[config.mk]
export PLATFORM = sky130hd
export DESIGN_NAME = rpm_top
export DESIGN_NICKNAME = d
export VERILOG_FILES = /design/src/rpm_pkg.sv /design/src/rpm_if.sv /design/src/rpm_slew.sv /design/src/rpm_top.sv
export SDC_FILE = /design/constraint.sdc
export NUM_CORES = 1
export LEC_CHECK = 0
export BUFFER_PORTS_ARGS = -buffer_cell sky130_fd_sc_hd__clkbuf_2
export CAP_MARGIN = 10
export CORE_MARGIN = 5
export CORE_UTILIZATION = 45
export DETAILED_ROUTE_END_ITERATION = 8
export MAX_ROUTING_LAYER = met4
export PLACE_DENSITY = 0.69
export SLEW_MARGIN = 15
export SYNTH_ARGS = -nofsm -noshare
export SYNTH_HDL_FRONTEND = slang
export SYNTH_SLANG_ARGS = --single-unit
[constraint.sdc]
create_clock -name i_clk -period 3.7 [get_ports i_clk]
set_input_delay 0.555 -clock i_clk [delete_from_list [all_inputs] [get_ports i_clk]]
set_output_delay 0.555 -clock i_clk [all_outputs]
set_load 0.02 [all_outputs]
[src/rpm_pkg.sv]
// Package: constants, types and offset tables for the regulator phase/mode control
// Summary of operation
// - Three-phase strap, hints 11: three phases continuous
// - Phase-3 strap high: two phases, 1 and 2
// - Phase-3 and phase-2 straps high: phase 1 only
// - Three-phase, hint0 low: shed 2,3, diode emulation
// - Two-phase, hint0 low: shed 2, diode emulation
// - Both hints low: single-phase diode emulation always
// - One-phase: continuous while hint0 high, else emulation
// - Core phase-1 strap high disables core output
// - NB two-phase: continuous at 11, else single emulation
// - NB phase-2 strap high: single phase, emulation unless 11
// - NB phase-1 strap high disables NB output
// - Voltage increase slews reference at programmed rate
// - Voltage decrease: no active pull-down, load decays
// - Capacitor switch only in two-phase core config
// - Switch closed in two-phase, opened in single-phase
// - Secondary feedback tracks primary while switch open
// - Core discontinuous: low-side off at zero-cross comparator
// - Step zero-cross threshold toward one 100ns cycle of diode conduction
// - Read program resistors during early soft-start
// - Core offset table -43.75..50 mV, open gives 0
// - NB offset table 0..50 mV, 41.2 and open 0
// - Slew rate captured at soft-start, shared by outputs
package rpm_pkg;
    localparam int CLK_PERIOD_NS = 100;
    localparam int BODY_DIODE_TARGET_NS = 40;
    // Target rounded down, at least one cycle
    localparam int BODY_DIODE_CYC = (BODY_DIODE_TARGET_NS / CLK_PERIOD_NS) < 1 ? 1 :
        (BODY_DIODE_TARGET_NS / CLK_PERIOD_NS);
    localparam int VCODE_W = 8;
    localparam int THR_W = 6;
    localparam logic [THR_W-1:0] THR_RESET = 6'h20;
    localparam logic [2:0] PH_NONE = 3'h0;
    localparam logic [2:0] PH_ONE = 3'h1;
    localparam logic [2:0] PH_TWO = 3'h3;
    localparam logic [2:0] PH_THREE = 3'h7;
    // Offsets in 1/100 mV units, indexed by resistor code
    localparam logic signed [15:0] CORE_OFS [16] = '{
        -16'sd4375, -16'sd3750, -16'sd3125, -16'sd2500, -16'sd1875, -16'sd1250,
        -16'sd625, 16'sd625, 16'sd1875, 16'sd3125, 16'sd4376, 16'sd5000,
        16'sd3750, 16'sd2500, 16'sd1250, 16'sd0};
    localparam logic signed [15:0] NB_OFS [16] = '{
        16'sd1875, 16'sd3125, 16'sd4376, 16'sd5000, 16'sd3750, 16'sd2500,
        16'sd1250, 16'sd0, 16'sd1875, 16'sd3125, 16'sd4376, 16'sd5000,
        16'sd3750, 16'sd2500, 16'sd1250, 16'sd0};
    // Slew rate in 1/10 mV/us by resistor code
    localparam logic [7:0] SLEW_TAB [4] = '{8'hC8, 8'h96, 8'h7D, 8'h64};
    typedef enum logic [1:0] {
        RPM_OFF = 2'b00,
        RPM_READ = 2'b01,
        RPM_RUN = 2'b10
    } rpm_state_type;
endpackage

[src/rpm_if.sv]
// Interface carrying one output's reference request and state
`timescale 1ns/1ps
interface rpm_ref_if;
    import rpm_pkg::*;
    logic [VCODE_W-1:0] target;
    logic [VCODE_W-1:0] ref_code;
    logic run;
    logic [7:0] step_cyc;
    modport ctl(output target, output run, output step_cyc, input ref_code);
    modport slw(input target, input run, input step_cyc, output ref_code);
endinterface

[src/rpm_slew.sv]
// Reference slewer: rises one code per step, falls at once
`timescale 1ns/1ps
module rpm_slew
    import rpm_pkg::*;
(
    input wire logic i_clk, // Clock
    input wire logic i_rst, // Async reset
    rpm_ref_if.slw ref_io // Reference link
);
    logic [VCODE_W-1:0] ref_r, ref_nxt;
    logic [7:0] cnt_r, cnt_nxt;
    // Step toward target
    always_comb begin
        ref_nxt = ref_r;
        cnt_nxt = cnt_r;
        if (!ref_io.run) begin
            ref_nxt = '0;
            cnt_nxt = '0;
        end else if (ref_io.target > ref_r) begin
            if (cnt_r >= ref_io.step_cyc) begin
                cnt_nxt = '0;
                ref_nxt = ref_r + 8'h01;
            end else begin
                cnt_nxt = cnt_r + 8'h01;
            end
        end else begin
            ref_nxt = ref_io.target;
            cnt_nxt = '0;
        end
    end
    always_ff @(posedge i_clk or posedge i_rst) begin
        if (i_rst) begin
            ref_r <= '0;
            cnt_r <= '0;
        end else begin
            ref_r <= ref_nxt;
            cnt_r <= cnt_nxt;
        end
    end
    assign ref_io.ref_code = ref_r;
    a_rise_one_step: assert property (@(posedge i_clk) disable iff (i_rst)
        ref_io.run && $past(ref_io.run) && ref_r > $past(ref_r)
        |-> ref_r == $past(ref_r) + 8'h01) else $error("reference jumped up");
endmodule

[src/rpm_top.sv]
// Phase and mode control for the core and NB regulator outputs
`timescale 1ns/1ps
module rpm_top
    import rpm_pkg::*;
#(
    parameter int READ_CYC = 16
) (
    input wire logic i_clk, // Clock
    input wire logic i_rst, // Async reset
    input wire logic i_enable, // Start soft-start
    input wire logic i_core_phase1_sense_strap, // High: tied to 5V
    input wire logic i_core_phase2_sense_strap, // High: tied to 5V
    input wire logic i_core_phase3_sense_strap, // High: tied to 5V
    input wire logic i_nb_phase1_sense_strap, // High: tied to 5V
    input wire logic i_nb_phase2_sense_strap, // High: tied to 5V
    input wire logic i_power_state_hint0_n, // Hint bit 0, low active
    input wire logic i_power_state_hint1_n, // Hint bit 1, low active
    input wire logic [3:0] i_core_comp_code, // Core resistor reading
    input wire logic [3:0] i_nb_comp_program_pin, // NB resistor reading
    input wire logic [3:0] i_forced_conduction_program_pin, // Slew resistor
    input wire logic [VCODE_W-1:0] i_core_voltage_code, // Core target
    input wire logic [VCODE_W-1:0] i_nb_voltage_code, // NB target
    input wire logic i_zero_cross, // Phase comparator tripped
    input wire logic i_lowside_on, // Low-side switch commanded on
    input wire logic i_body_diode, // Phase node shows diode drop
    output logic [2:0] o_core_phases, // Core active phases
    output logic [1:0] o_nb_phases, // NB active phases
    output logic o_core_diode_emulation, // Core in emulation
    output logic o_nb_diode_emulation, // NB in emulation
    output logic o_fb_switch_closed, // Compensation switch closed
    output logic o_secondary_feedback_track, // Drive secondary to primary
    output logic o_lowside_off, // Low-side turn-off request
    output logic [THR_W-1:0] o_zc_threshold, // Zero-cross threshold
    output logic signed [15:0] o_core_offset, // Core offset, 10 uV
    output logic signed [15:0] o_nb_offset, // NB offset, 10 uV
    output logic [7:0] o_slew_rate, // Slew, 0.1 mV/us
    output logic [VCODE_W-1:0] o_core_ref, // Core reference
    output logic [VCODE_W-1:0] o_nb_ref, // NB reference
    output logic o_running // Phases enabled
);
    rpm_state_type st_r, st_nxt;
    logic [7:0] rd_cnt_r, rd_cnt_nxt;
    logic [3:0] core_idx_r, core_idx_nxt, nb_idx_r, nb_idx_nxt, slw_idx_r, slw_idx_nxt;
    logic [2:0] core_cfg_r, core_cfg_nxt;
    logic [1:0] nb_cfg_r, nb_cfg_nxt;
    logic [2:0] core_ph_r, core_ph_nxt;
    logic [1:0] nb_ph_r, nb_ph_nxt;
    logic core_de_r, core_de_nxt, nb_de_r, nb_de_nxt;
    logic fbsw_r, fbsw_nxt, track_r, track_nxt, lo_off_r, lo_off_nxt;
    logic [THR_W-1:0] thr_r, thr_nxt;
    logic [3:0] diode_cnt_r, diode_cnt_nxt;
    logic watch_r, watch_nxt;
    logic run_r, run_nxt;
    logic [VCODE_W-1:0] core_ref_r, nb_ref_r;
    rpm_ref_if core_if();
    rpm_ref_if nb_if();

    // Sequencer: strap latch, resistor read, run
    always_comb begin
        st_nxt = st_r;
        rd_cnt_nxt = rd_cnt_r;
        core_idx_nxt = core_idx_r;
        nb_idx_nxt = nb_idx_r;
        slw_idx_nxt = slw_idx_r;
        core_cfg_nxt = core_cfg_r;
        nb_cfg_nxt = nb_cfg_r;
        unique case (st_r)
            RPM_OFF: begin
                rd_cnt_nxt = '0;
                if (i_enable) begin
                    st_nxt = RPM_READ;
                    // Latch phase configuration before any phase runs
                    if (i_core_phase1_sense_strap)
                        core_cfg_nxt = PH_NONE;
                    else if (i_core_phase3_sense_strap && i_core_phase2_sense_strap)
                        core_cfg_nxt = PH_ONE;
                    else if (i_core_phase3_sense_strap)
                        core_cfg_nxt = PH_TWO;
                    else
                        core_cfg_nxt = PH_THREE;
                    if (i_nb_phase1_sense_strap)
                        nb_cfg_nxt = 2'h0;
                    else if (i_nb_phase2_sense_strap)
                        nb_cfg_nxt = 2'h1;
                    else
                        nb_cfg_nxt = 2'h3;
                end
            end
            RPM_READ: begin
                // Sample the programming resistors early in soft-start
                core_idx_nxt = i_core_comp_code;
                nb_idx_nxt = i_nb_comp_program_pin;
                slw_idx_nxt = i_forced_conduction_program_pin;
                rd_cnt_nxt = rd_cnt_r + 8'h01;
                if (!i_enable)
                    st_nxt = RPM_OFF;
                else if (rd_cnt_r >= 8'(READ_CYC - 1))
                    st_nxt = RPM_RUN;
            end
            RPM_RUN: begin
                if (!i_enable)
                    st_nxt = RPM_OFF;
            end
            default: st_nxt = RPM_OFF;
        endcase
        // Run flag registered so the pin comes from a flop
        run_nxt = (st_nxt == RPM_RUN);
    end
    always_ff @(posedge i_clk or posedge i_rst) begin
        if (i_rst) begin
            st_r <= RPM_OFF;
            rd_cnt_r <= '0;
            core_idx_r <= 4'hF;
            nb_idx_r <= 4'hF;
            slw_idx_r <= 4'hF;
            core_cfg_r <= PH_NONE;
            nb_cfg_r <= 2'h0;
            run_r <= 1'b0;
        end else begin
            st_r <= st_nxt;
            rd_cnt_r <= rd_cnt_nxt;
            core_idx_r <= core_idx_nxt;
            nb_idx_r <= nb_idx_nxt;
            slw_idx_r <= slw_idx_nxt;
            core_cfg_r <= core_cfg_nxt;
            nb_cfg_r <= nb_cfg_nxt;
            run_r <= run_nxt;
        end
    end

    // Phase shedding and conduction mode from hints
    always_comb begin
        core_ph_nxt = PH_NONE;
        nb_ph_nxt = 2'h0;
        core_de_nxt = 1'b0;
        nb_de_nxt = 1'b0;
        if (st_nxt == RPM_RUN) begin
            if (core_cfg_r != PH_NONE) begin
                // Core keeps full phases while hint 0 stays high
                if (i_power_state_hint0_n) begin
                    core_ph_nxt = core_cfg_r;
                end else begin
                    core_ph_nxt = PH_ONE;
                    core_de_nxt = 1'b1;
                end
            end
            if (nb_cfg_r != 2'h0) begin
                if (i_power_state_hint0_n && i_power_state_hint1_n) begin
                    nb_ph_nxt = nb_cfg_r;
                end else begin
                    nb_ph_nxt = 2'h1;
                    nb_de_nxt = 1'b1;
                end
            end
        end
        // Capacitor switch only exists in two-phase core strapping
        fbsw_nxt = (core_cfg_r == PH_TWO) && (core_ph_nxt == PH_TWO);
        track_nxt = (core_cfg_nxt == PH_TWO) && !fbsw_nxt;
    end
    always_ff @(posedge i_clk or posedge i_rst) begin
        if (i_rst) begin
            core_ph_r <= PH_NONE;
            nb_ph_r <= 2'h0;
            core_de_r <= 1'b0;
            nb_de_r <= 1'b0;
            fbsw_r <= 1'b0;
            track_r <= 1'b0;
        end else begin
            core_ph_r <= core_ph_nxt;
            nb_ph_r <= nb_ph_nxt;
            core_de_r <= core_de_nxt;
            nb_de_r <= nb_de_nxt;
            fbsw_r <= fbsw_nxt;
            track_r <= track_nxt;
        end
    end

    // Zero-cross turn-off and adaptive threshold stepping
    always_comb begin
        lo_off_nxt = 1'b0;
        thr_nxt = thr_r;
        watch_nxt = watch_r;
        diode_cnt_nxt = diode_cnt_r;
        if (core_de_r && i_lowside_on && i_zero_cross)
            lo_off_nxt = 1'b1;
        if (lo_off_r) begin
            watch_nxt = 1'b1;
            diode_cnt_nxt = '0;
        end else if (watch_r) begin
            if (i_body_diode && diode_cnt_r != 4'hF) begin
                diode_cnt_nxt = diode_cnt_r + 4'h1;
            end else begin
                watch_nxt = 1'b0;
                // Too long: trip earlier; too short: trip later
                if (diode_cnt_r > 4'(BODY_DIODE_CYC) && thr_r != '1)
                    thr_nxt = thr_r + 6'h01;
                else if (diode_cnt_r < 4'(BODY_DIODE_CYC) && thr_r != '0)
                    thr_nxt = thr_r - 6'h01;
            end
        end
    end
    always_ff @(posedge i_clk or posedge i_rst) begin
        if (i_rst) begin
            lo_off_r <= 1'b0;
            thr_r <= THR_RESET;
            watch_r <= 1'b0;
            diode_cnt_r <= '0;
        end else begin
            lo_off_r <= lo_off_nxt;
            thr_r <= thr_nxt;
            watch_r <= watch_nxt;
            diode_cnt_r <= diode_cnt_nxt;
        end
    end

    // Reference slewing, same rate for both outputs
    assign core_if.target = i_core_voltage_code;
    assign nb_if.target = i_nb_voltage_code;
    assign core_if.run = (st_r == RPM_RUN) && (core_cfg_r != PH_NONE);
    assign nb_if.run = (st_r == RPM_RUN) && (nb_cfg_r != 2'h0);
    assign core_if.step_cyc = SLEW_TAB[slw_idx_r[1:0]];
    assign nb_if.step_cyc = SLEW_TAB[slw_idx_r[1:0]];
    rpm_slew u_core_slew (
        .i_clk(i_clk),
        .i_rst(i_rst),
        .ref_io(core_if.slw)
    );
    rpm_slew u_nb_slew (
        .i_clk(i_clk),
        .i_rst(i_rst),
        .ref_io(nb_if.slw)
    );
    always_ff @(posedge i_clk or posedge i_rst) begin
        if (i_rst) begin
            core_ref_r <= '0;
            nb_ref_r <= '0;
            o_core_offset <= '0;
            o_nb_offset <= '0;
            o_slew_rate <= '0;
        end else begin
            core_ref_r <= core_if.ref_code;
            nb_ref_r <= nb_if.ref_code;
            o_core_offset <= CORE_OFS[core_idx_r];
            o_nb_offset <= NB_OFS[nb_idx_r];
            o_slew_rate <= SLEW_TAB[slw_idx_r[1:0]];
        end
    end

    // Output drive
    assign o_core_phases = core_ph_r;
    assign o_nb_phases = nb_ph_r;
    assign o_core_diode_emulation = core_de_r;
    assign o_nb_diode_emulation = nb_de_r;
    assign o_fb_switch_closed = fbsw_r;
    assign o_secondary_feedback_track = track_r;
    assign o_lowside_off = lo_off_r;
    assign o_zc_threshold = thr_r;
    assign o_core_ref = core_ref_r;
    assign o_nb_ref = nb_ref_r;
    assign o_running = run_r;

    a_core_off_dis: assert property (@(posedge i_clk) disable iff (i_rst)
        core_cfg_r == PH_NONE |-> core_ph_r == PH_NONE) else $error("core not off");
    a_nb_off_dis: assert property (@(posedge i_clk) disable iff (i_rst)
        nb_cfg_r == 2'h0 |-> nb_ph_r == 2'h0) else $error("nb not off");
    a_shed_to_one: assert property (@(posedge i_clk) disable iff (i_rst)
        st_r == RPM_RUN && st_nxt == RPM_RUN && core_cfg_r != PH_NONE
        && !i_power_state_hint0_n |=> core_ph_r == PH_ONE && core_de_r)
        else $error("core did not shed");
    a_both_low_de: assert property (@(posedge i_clk) disable iff (i_rst)
        st_r == RPM_RUN && st_nxt == RPM_RUN && nb_cfg_r != 2'h0
        && !i_power_state_hint0_n && !i_power_state_hint1_n |=> nb_de_r && nb_ph_r == 2'h1)
        else $error("nb not in emulation");
    a_full_ccm: assert property (@(posedge i_clk) disable iff (i_rst)
        st_r == RPM_RUN && st_nxt == RPM_RUN && i_power_state_hint0_n && i_power_state_hint1_n
        |=> core_ph_r == core_cfg_r && !core_de_r) else $error("core not full");
    a_switch_two_only: assert property (@(posedge i_clk) disable iff (i_rst)
        fbsw_r |-> core_cfg_r == PH_TWO && core_ph_r == PH_TWO) else $error("switch misuse");
    a_track_open: assert property (@(posedge i_clk) disable iff (i_rst)
        core_cfg_r == PH_TWO && !fbsw_r |-> track_r) else $error("no tracking");
    a_lowside_zc: assert property (@(posedge i_clk) disable iff (i_rst)
        core_de_r && i_lowside_on && i_zero_cross |=> lo_off_r) else $error("no turn-off");
    a_cfg_hold_run: assert property (@(posedge i_clk) disable iff (i_rst)
        st_r == RPM_RUN && $past(st_r) == RPM_RUN |-> $stable(core_cfg_r) && $stable(slw_idx_r)
        && $stable(core_idx_r)) else $error("config changed in run");

    // Mode, switch, threshold and low-side turn-off checks
    a_nb_full_ccm: assert property (@(posedge i_clk) disable iff (i_rst)
        st_r == RPM_RUN && st_nxt == RPM_RUN && nb_cfg_r != 2'h0 && i_power_state_hint0_n
        && i_power_state_hint1_n |=> nb_ph_r == nb_cfg_r && !nb_de_r) else $error("nb not full");
    a_one_ccm_hint0: assert property (@(posedge i_clk) disable iff (i_rst)
        st_r == RPM_RUN && st_nxt == RPM_RUN && core_cfg_r == PH_ONE && i_power_state_hint0_n
        |=> core_ph_r == PH_ONE && !core_de_r) else $error("one-phase not continuous");
    a_switch_one_open: assert property (@(posedge i_clk) disable iff (i_rst)
        core_ph_r == PH_ONE |-> !fbsw_r) else $error("switch closed in one phase");
    a_thr_step_one: assert property (@(posedge i_clk) disable iff (i_rst)
        thr_r != $past(thr_r) |-> (thr_r == $past(thr_r) + 6'h01)
        || (thr_r == $past(thr_r) - 6'h01)) else $error("threshold jumped");
    a_lowside_de_only: assert property (@(posedge i_clk) disable iff (i_rst)
        lo_off_r |-> $past(core_de_r)) else $error("turn-off outside emulation");
endmodule

==> out/metrics.yaml, run 1 <==
antenna_cells: 0
clock_skew_ns: 0.00874
synth-xor-area-share_pct: 5.48
power.density_nw_per_um2: 464
leakagePower_nw: 3.57
first_iter_violations: 275
dp_cells: 881
ant_nets: 0
clock_power_share_pct: 45.5
min_path_type: "in -> async"
async_reset_ff_share_pct: 100
gp_congestion: 0.923
coreArea_sq_um: 13700
finalPower_mw: 3.48
die_height_microns: 128
syn_area_per_cell_sq_um: 10.2
die_x_microns: 128
cts_buffer_depth: 2
slew_headroom_pct: 35.3
final-hold-violation-count: 0
fin_ws_ns: 0.723
wl_microns: 12900
startpoint: "slw_idx_r[1]"
r2r-end: "u_core_slew.cnt_r[6]"
wire_per_inst_microns: 14.1
r2r_start: "slw_idx_r[1]"
finalMaxSlewViolations: 0
pre_cts_ws_ns: 0.716
nets: 821
max-vdd-ir-drop_mv: 0.317
synth_cell_types: 49
rsz0062_at_grt: "false"
synth_edf_count: 0
crit_end: "u_core_slew.cnt_r[6]"
initial_core_util_pct: 45.4
synth-main-ff-cell: "dfrtp_1"
clkSinkCount: 127
cts_resized: 0
setup_viol: 0
worstSkewPairLatency_ns: 0.41
die_area_sq_um: 16300
arrival_ns: 3.31
cts.clk_slew.worst_paths_ns: 0.06
cp-start-kind: "register"
grt_max_degree: 57
cts_buffers: 17
ys_seq_elements: 127
synth-compound-area-share_pct: 12.8
cp_max_fo: 8
syn_to_final_growth_pct: 20.4
timing.hold.ws_ns: 0.103
hold_buffers: 0
cap_viol_max_count: 0
rrSetupSlack_ns: 0.72
synth_top_family_by_area: "simple AND/OR/NAND/NOR gates"
rr_worst_depth: 10
io_pins: 114
synth_common_cells: "dfrtp_1, nand2_1, ha_1"
synth_area_sq_um: 6230
postCtsSetupBuffers: 0
synth_top_area_share_pct: 47.0
status: "complete, no violations"
rows: 43
seqPwrFrac_pct: 43.7
antenna_found_initial: 0
syn_inst: 612
synth_fa_ha_area_share_pct: 12.0
htreeDepth: 4
io_buffers: 107
cts_tree: "yes"
cts_root_buf: "clkbuf_16"
synthTopCellsByArea: "dfrtp_1, ha_1, dfstp_2"
switching_share_pct: 25.1
tns_ns: 0
p_comb_share_pct: 10.7
net-switching-power_uw: 874
max_freq_mhz: 336
worstMarginPinSlew_ns: 0.960
yosysTopAreaCell: "dfrtp_1"
crit_required_ns: 4.03
grt_pass1_wl_microns: 22100
synth_most_common_cell: "dfrtp_1"
dr.pass1.iters: 5
grt_use_total_pct: 17.4
route.detailed.drc: 0
vias: 4661
final_layout_size_suffix_gt1_share_pct: 21.8
dp.final_hpwl_microns: 9320
fin_crit_sh_pct: 80.4
worstSetupPathType: "reg -> reg"
final_cell_count_no_fill: 914
synth-simple-area-share_pct: 13.6
worstSetupEndpointType: "register"
grt_pass1_vias: 4765
p_int_mw: 2.60
ys_warn_count: 0
via_per_inst: 5.10
synthMuxAreaShare_pct: 0.723
gr-total-overflow: 0
yosysSeqAreaShare_pct: 51.2
fin_crit_ns: 2.98
-- through the flow --
stage,instance area (sq um),util (%)
after detailed placement,6910,50.4
after global routing,7500,54.7
final,7500,54.7
after CTS,7480,54.5
after global placement,6910,50.4
after floorplan,6240,-
-- cell type report --
| type | count | area, sq um |
|---|---|---|
| multi-input combinational | 426 | 2790 |
| inverter | 39 | 150 |
| clock inverter | 11 | 116 |
| sequential | 127 | 3190 |
| clock buffer | 21 | 450 |
| timing repair buffer | 110 | 583 |
| tap | 180 | 225 |
| fill | 1216 | 6220 |
-- power by group through the flow --
stage               sequential, mW  clock (mW)  combinational, mW
finish                        1.52        1.58              0.374
global route                  1.53        1.69              0.418
CTS                           1.52        1.62              0.377
detailed placement            1.54           0              0.374
global placement              1.54           0              0.365
floorplan                     1.59           0              0.197
-- cells by family (layout without fill, tap and decap cells) --
logic type,Yosys count,after routing
buffers and inverters,61,181
other,1,3
XOR/XNOR,39,39
AO/OA/AOI/OAI,135,135
adder cells (fa/ha/maj),59,59
multiplexers,4,4
flip-flops,127,127
AND/OR/NAND/NOR,186,186
-- sequential cells by signal (all words and copies together), names as in the netlist, 6 cells and up --
| signal | count |
|---|---|
| rd_cnt_r | 8 |
| u_nb_slew.cnt_r | 8 |
| u_core_slew.ref_io.ref_code | 8 |
| o_nb_offset | 11 |
| o_core_ref | 8 |
| u_nb_slew.ref_io.ref_code | 8 |
| u_core_slew.cnt_r | 8 |
| o_zc_threshold | 6 |
| o_slew_rate | 8 |
| o_core_offset | 14 |
| o_nb_ref | 8 |
-- layout by cell type (no fill, tap or decap), types with 16 or more instances in the layout --
cell type  instances
xnor2_1           24
inv_1             38
ha_1              58
clkbuf_16         17
o21ai_0           46
a21oi_1           44
nand2_1           66
nand3_1           16
clkbuf_2         107
dfrtp_1          117
nor2_1            55
-- per-layer routing --
layer  part of all wire [%]  up-vias  track usage, %
met1                     46     2212            21.4
met5                      0        -               -
li1                       -     2297               -
met4                    2.0        0            7.24
met2                     47      124            27.4
met3                    5.2       28            4.54
-- how the worst min path moves through the flow --
stage	from	endpoint	slack (ns)	cells past startpoint
2_1_floorplan	u_core_slew.ref_io.ref_code[7]	o_core_ref[7]	0.39	0
3_3_place_gp	u_nb_slew.ref_io.ref_code[7]	o_nb_ref[7]	0.41	0
3_5_place_dp	u_nb_slew.ref_io.ref_code[7]	o_nb_ref[7]	0.42	0
4_1_cts	i_core_comp_code[2]	core_idx_r[2]	0.32	3
5_1_grt	i_rst	o_zc_threshold[3]	0.11	2
6_report	i_rst	o_zc_threshold[3]	0.10	2
-- critical path, stage by stage (launching register included) --
cell      delay (ns)
dfstp_2         0.59
inv_1           0.14
ha_1            0.26
or2_2           0.32
inv_1           0.08
ha_1            0.24
o211ai_1        0.10
a21oi_1         0.06
o21ai_1         0.49
nand4_1         0.40
nor2_1          0.21
No activity file was read; power rests on OpenSTA's default activity.
==> inputs of run 2 (changes only) <==
PLACE_DENSITY = 0.67   (was 0.69)
clock period = 2.9 ns   (was 3.7 ns; I/O delays follow)
==> run 2 against run 1 <==
Largest power group unchanged. Clock skew shrank 0.0017 ns. Final cell count increased by 0.66%. Sequential power grew 28%.
==> out/metrics.yaml, run 2 (synthesis gave the netlist of run 1 again) <==
status: "complete, no violations"
rows: 43
max-vdd-ir-drop_mv: 0.442
largest-register: "o_core_offset"
seqPwrFrac_pct: 43.5
tns_ns: 0
placed_area_sq_um: 6970
wire_per_inst_microns: 13.8
p_comb_share_pct: 10.7
path_buf_inv: 3
grt_max_degree: 55
hold_buffers: 0
finalMaxSlewViolations: 0
die_height_microns: 128
clock_power_share_pct: 45.8
via_per_inst: 5.04
worstMarginPinSlew_ns: 0.692
min_path_type: "in -> async"
nFillCells: 1206
worstSetupPathType: "reg -> reg"
cp-start-kind: "register"
rrSetupSlack_ns: 0.21
initial_core_util_pct: 45.4
setup_viol: 0
crit_end: "u_core_slew.ref_io.ref_code[6]"
slew_headroom_pct: 53.8
r2r-end: "u_core_slew.ref_io.ref_code[6]"
r2r_start: "slw_idx_r[1]"
final_layout_size_suffix_gt1_share_pct: 22.3
wl_microns: 12700
ant_nets: 0
gr-total-overflow: 0
vias: 4641
layout_common_cells: "dfrtp_1, clkbuf_2, nand2_1"
startpoint: "slw_idx_r[1]"
largestRegisters: "o_core_offset (14), o_nb_offset (11)"
max_stage_delay_ns: 0.58
dp.final_hpwl_microns: 9350
cp_max_fo: 8
clkSinkCount: 127
htreeDepth: 4
dr.pass1.iters: 4
fin_crit_sh_pct: 92.7
cpMaxStageDelayCell: "dfstp_2"
layout_commonest_cell: "dfrtp_1"
cts.clk_slew.worst_paths_ns: 0.05
ff_latch_area_sq_um: 3190
cp_top_family: "compound AO/OA/AOI/OAI gates"
crit_required_ns: 3.17
first_iter_violations: 254
arrival_ns: 2.96
leakagePower_nw: 3.60
io_pins: 114
grt_pass1_wl_microns: 22000
cts_buffer_depth: 2
switching_share_pct: 24.3
die_area_sq_um: 16300
clock_skew_ns: 0.00703
coreArea_sq_um: 13700
p_int_mw: 3.38
gp_congestion: 0.903
final-hold-violation-count: 0
cts_tree: "yes"
fin_crit_ns: 2.69
nets: 827
max_freq_mhz: 372
stdcell_area_sq_um: 7570
multi_input_area_sq_um: 2790
cap_viol_max_count: 0
crit_chain: "inv_1 > ha_1 > or2_2 > inv_1 > ha_1 > o211ai_1 > a21oi_1 > o21ai_2 > buf_4 > a211oi_1 > xnor2_1 > a21oi_1"
net-switching-power_mw: 1.08
syn_to_final_growth_pct: 21.4
rsz0062_at_grt: "false"
route.detailed.drc: 0
largest_reg_flops: 14
grt_pass1_vias: 4710
cts_buffers: 17
grt_use_total_pct: 17.1
die_x_microns: 128
io_buffers: 107
power.density_nw_per_um2: 590
rr_worst_depth: 12
worstSkewPairLatency_ns: 0.41
cts_root_buf: "clkbuf_16"
antenna_cells: 0
antenna_found_initial: 0
worstSetupEndpointType: "register"
cp_num_cells: 12
==> run 2: cell types whose count changed in the layout (fill, tap and decap cells not counted), sizes merged <==
cell	before	now
buf	3	9
clkbuf	128	135
clkinvlp	4	2
inv	39	38
bufinv	2	1
clkinv	5	2
==> run 2: metal layers <==
layer,vias up,share of wire (%),GRT usage [%]
met5,-,0,-
li1,2312,-,-
met2,108,47,26.8
met3,17,5.0,4.33
met1,2204,46,21.4
met4,0,1.7,6.55
==> run 2: what timing repair did <==
item / in CTS / in global routing
setup buffers: 0 / 1
hold endpoints to repair: 0 / 0
setup endpoints to repair: 0 / 11
gates resized for setup: 0 / 1
==> run 2: worst min-delay path by stage <==
stage / from / endpoint / depth (start not counted)
final: i_rst / o_lowside_off / 2
after global routing: i_rst / o_lowside_off / 2
after CTS: i_rst / o_lowside_off / 2
after detailed placement: u_nb_slew.ref_io.ref_code[7] / o_nb_ref[7] / 0
after global placement: u_nb_slew.ref_io.ref_code[7] / o_nb_ref[7] / 0
after floorplan: u_core_slew.ref_io.ref_code[7] / o_core_ref[7] / 0
==> run 2: stage by stage <==
step | utilization, % | hold slack, ns | std cells | power (mW) | worst slack [ns]
after global routing | 55.2 | 0.177 | 920 | 4.66 | 0.00409
after detailed placement | 50.8 | 0.414 | 887 | 2.45 | 0.127
final | 55.2 | 0.124 | 920 | 4.46 | 0.212
after floorplan | - | 0.393 | 614 | 2.28 | 0.402
after CTS | 55.1 | 0.128 | 919 | 4.52 | 0.103
after global placement | 50.8 | 0.410 | 887 | 2.43 | 0.218
==> run 2: layout make-up <==
cell class	count	area share, %
inverter	39	1.98
clock buffer	28	7.09
tap	180	2.98
multi-input combinational	426	36.9
timing repair buffer	116	8.30
sequential	127	42.2
clock inverter	4	0.628
==> run 2: power groups by stage <==
| stage | logic (mW) | registers, mW | clock network (mW) |
|---|---|---|---|
| after floorplan | 0.251 | 2.03 | 0 |
| after global placement | 0.470 | 1.96 | 0 |
| after detailed placement | 0.485 | 1.97 | 0 |
| after CTS | 0.487 | 1.94 | 2.09 |
| after global routing | 0.538 | 1.95 | 2.17 |
| final | 0.479 | 1.94 | 2.04 |
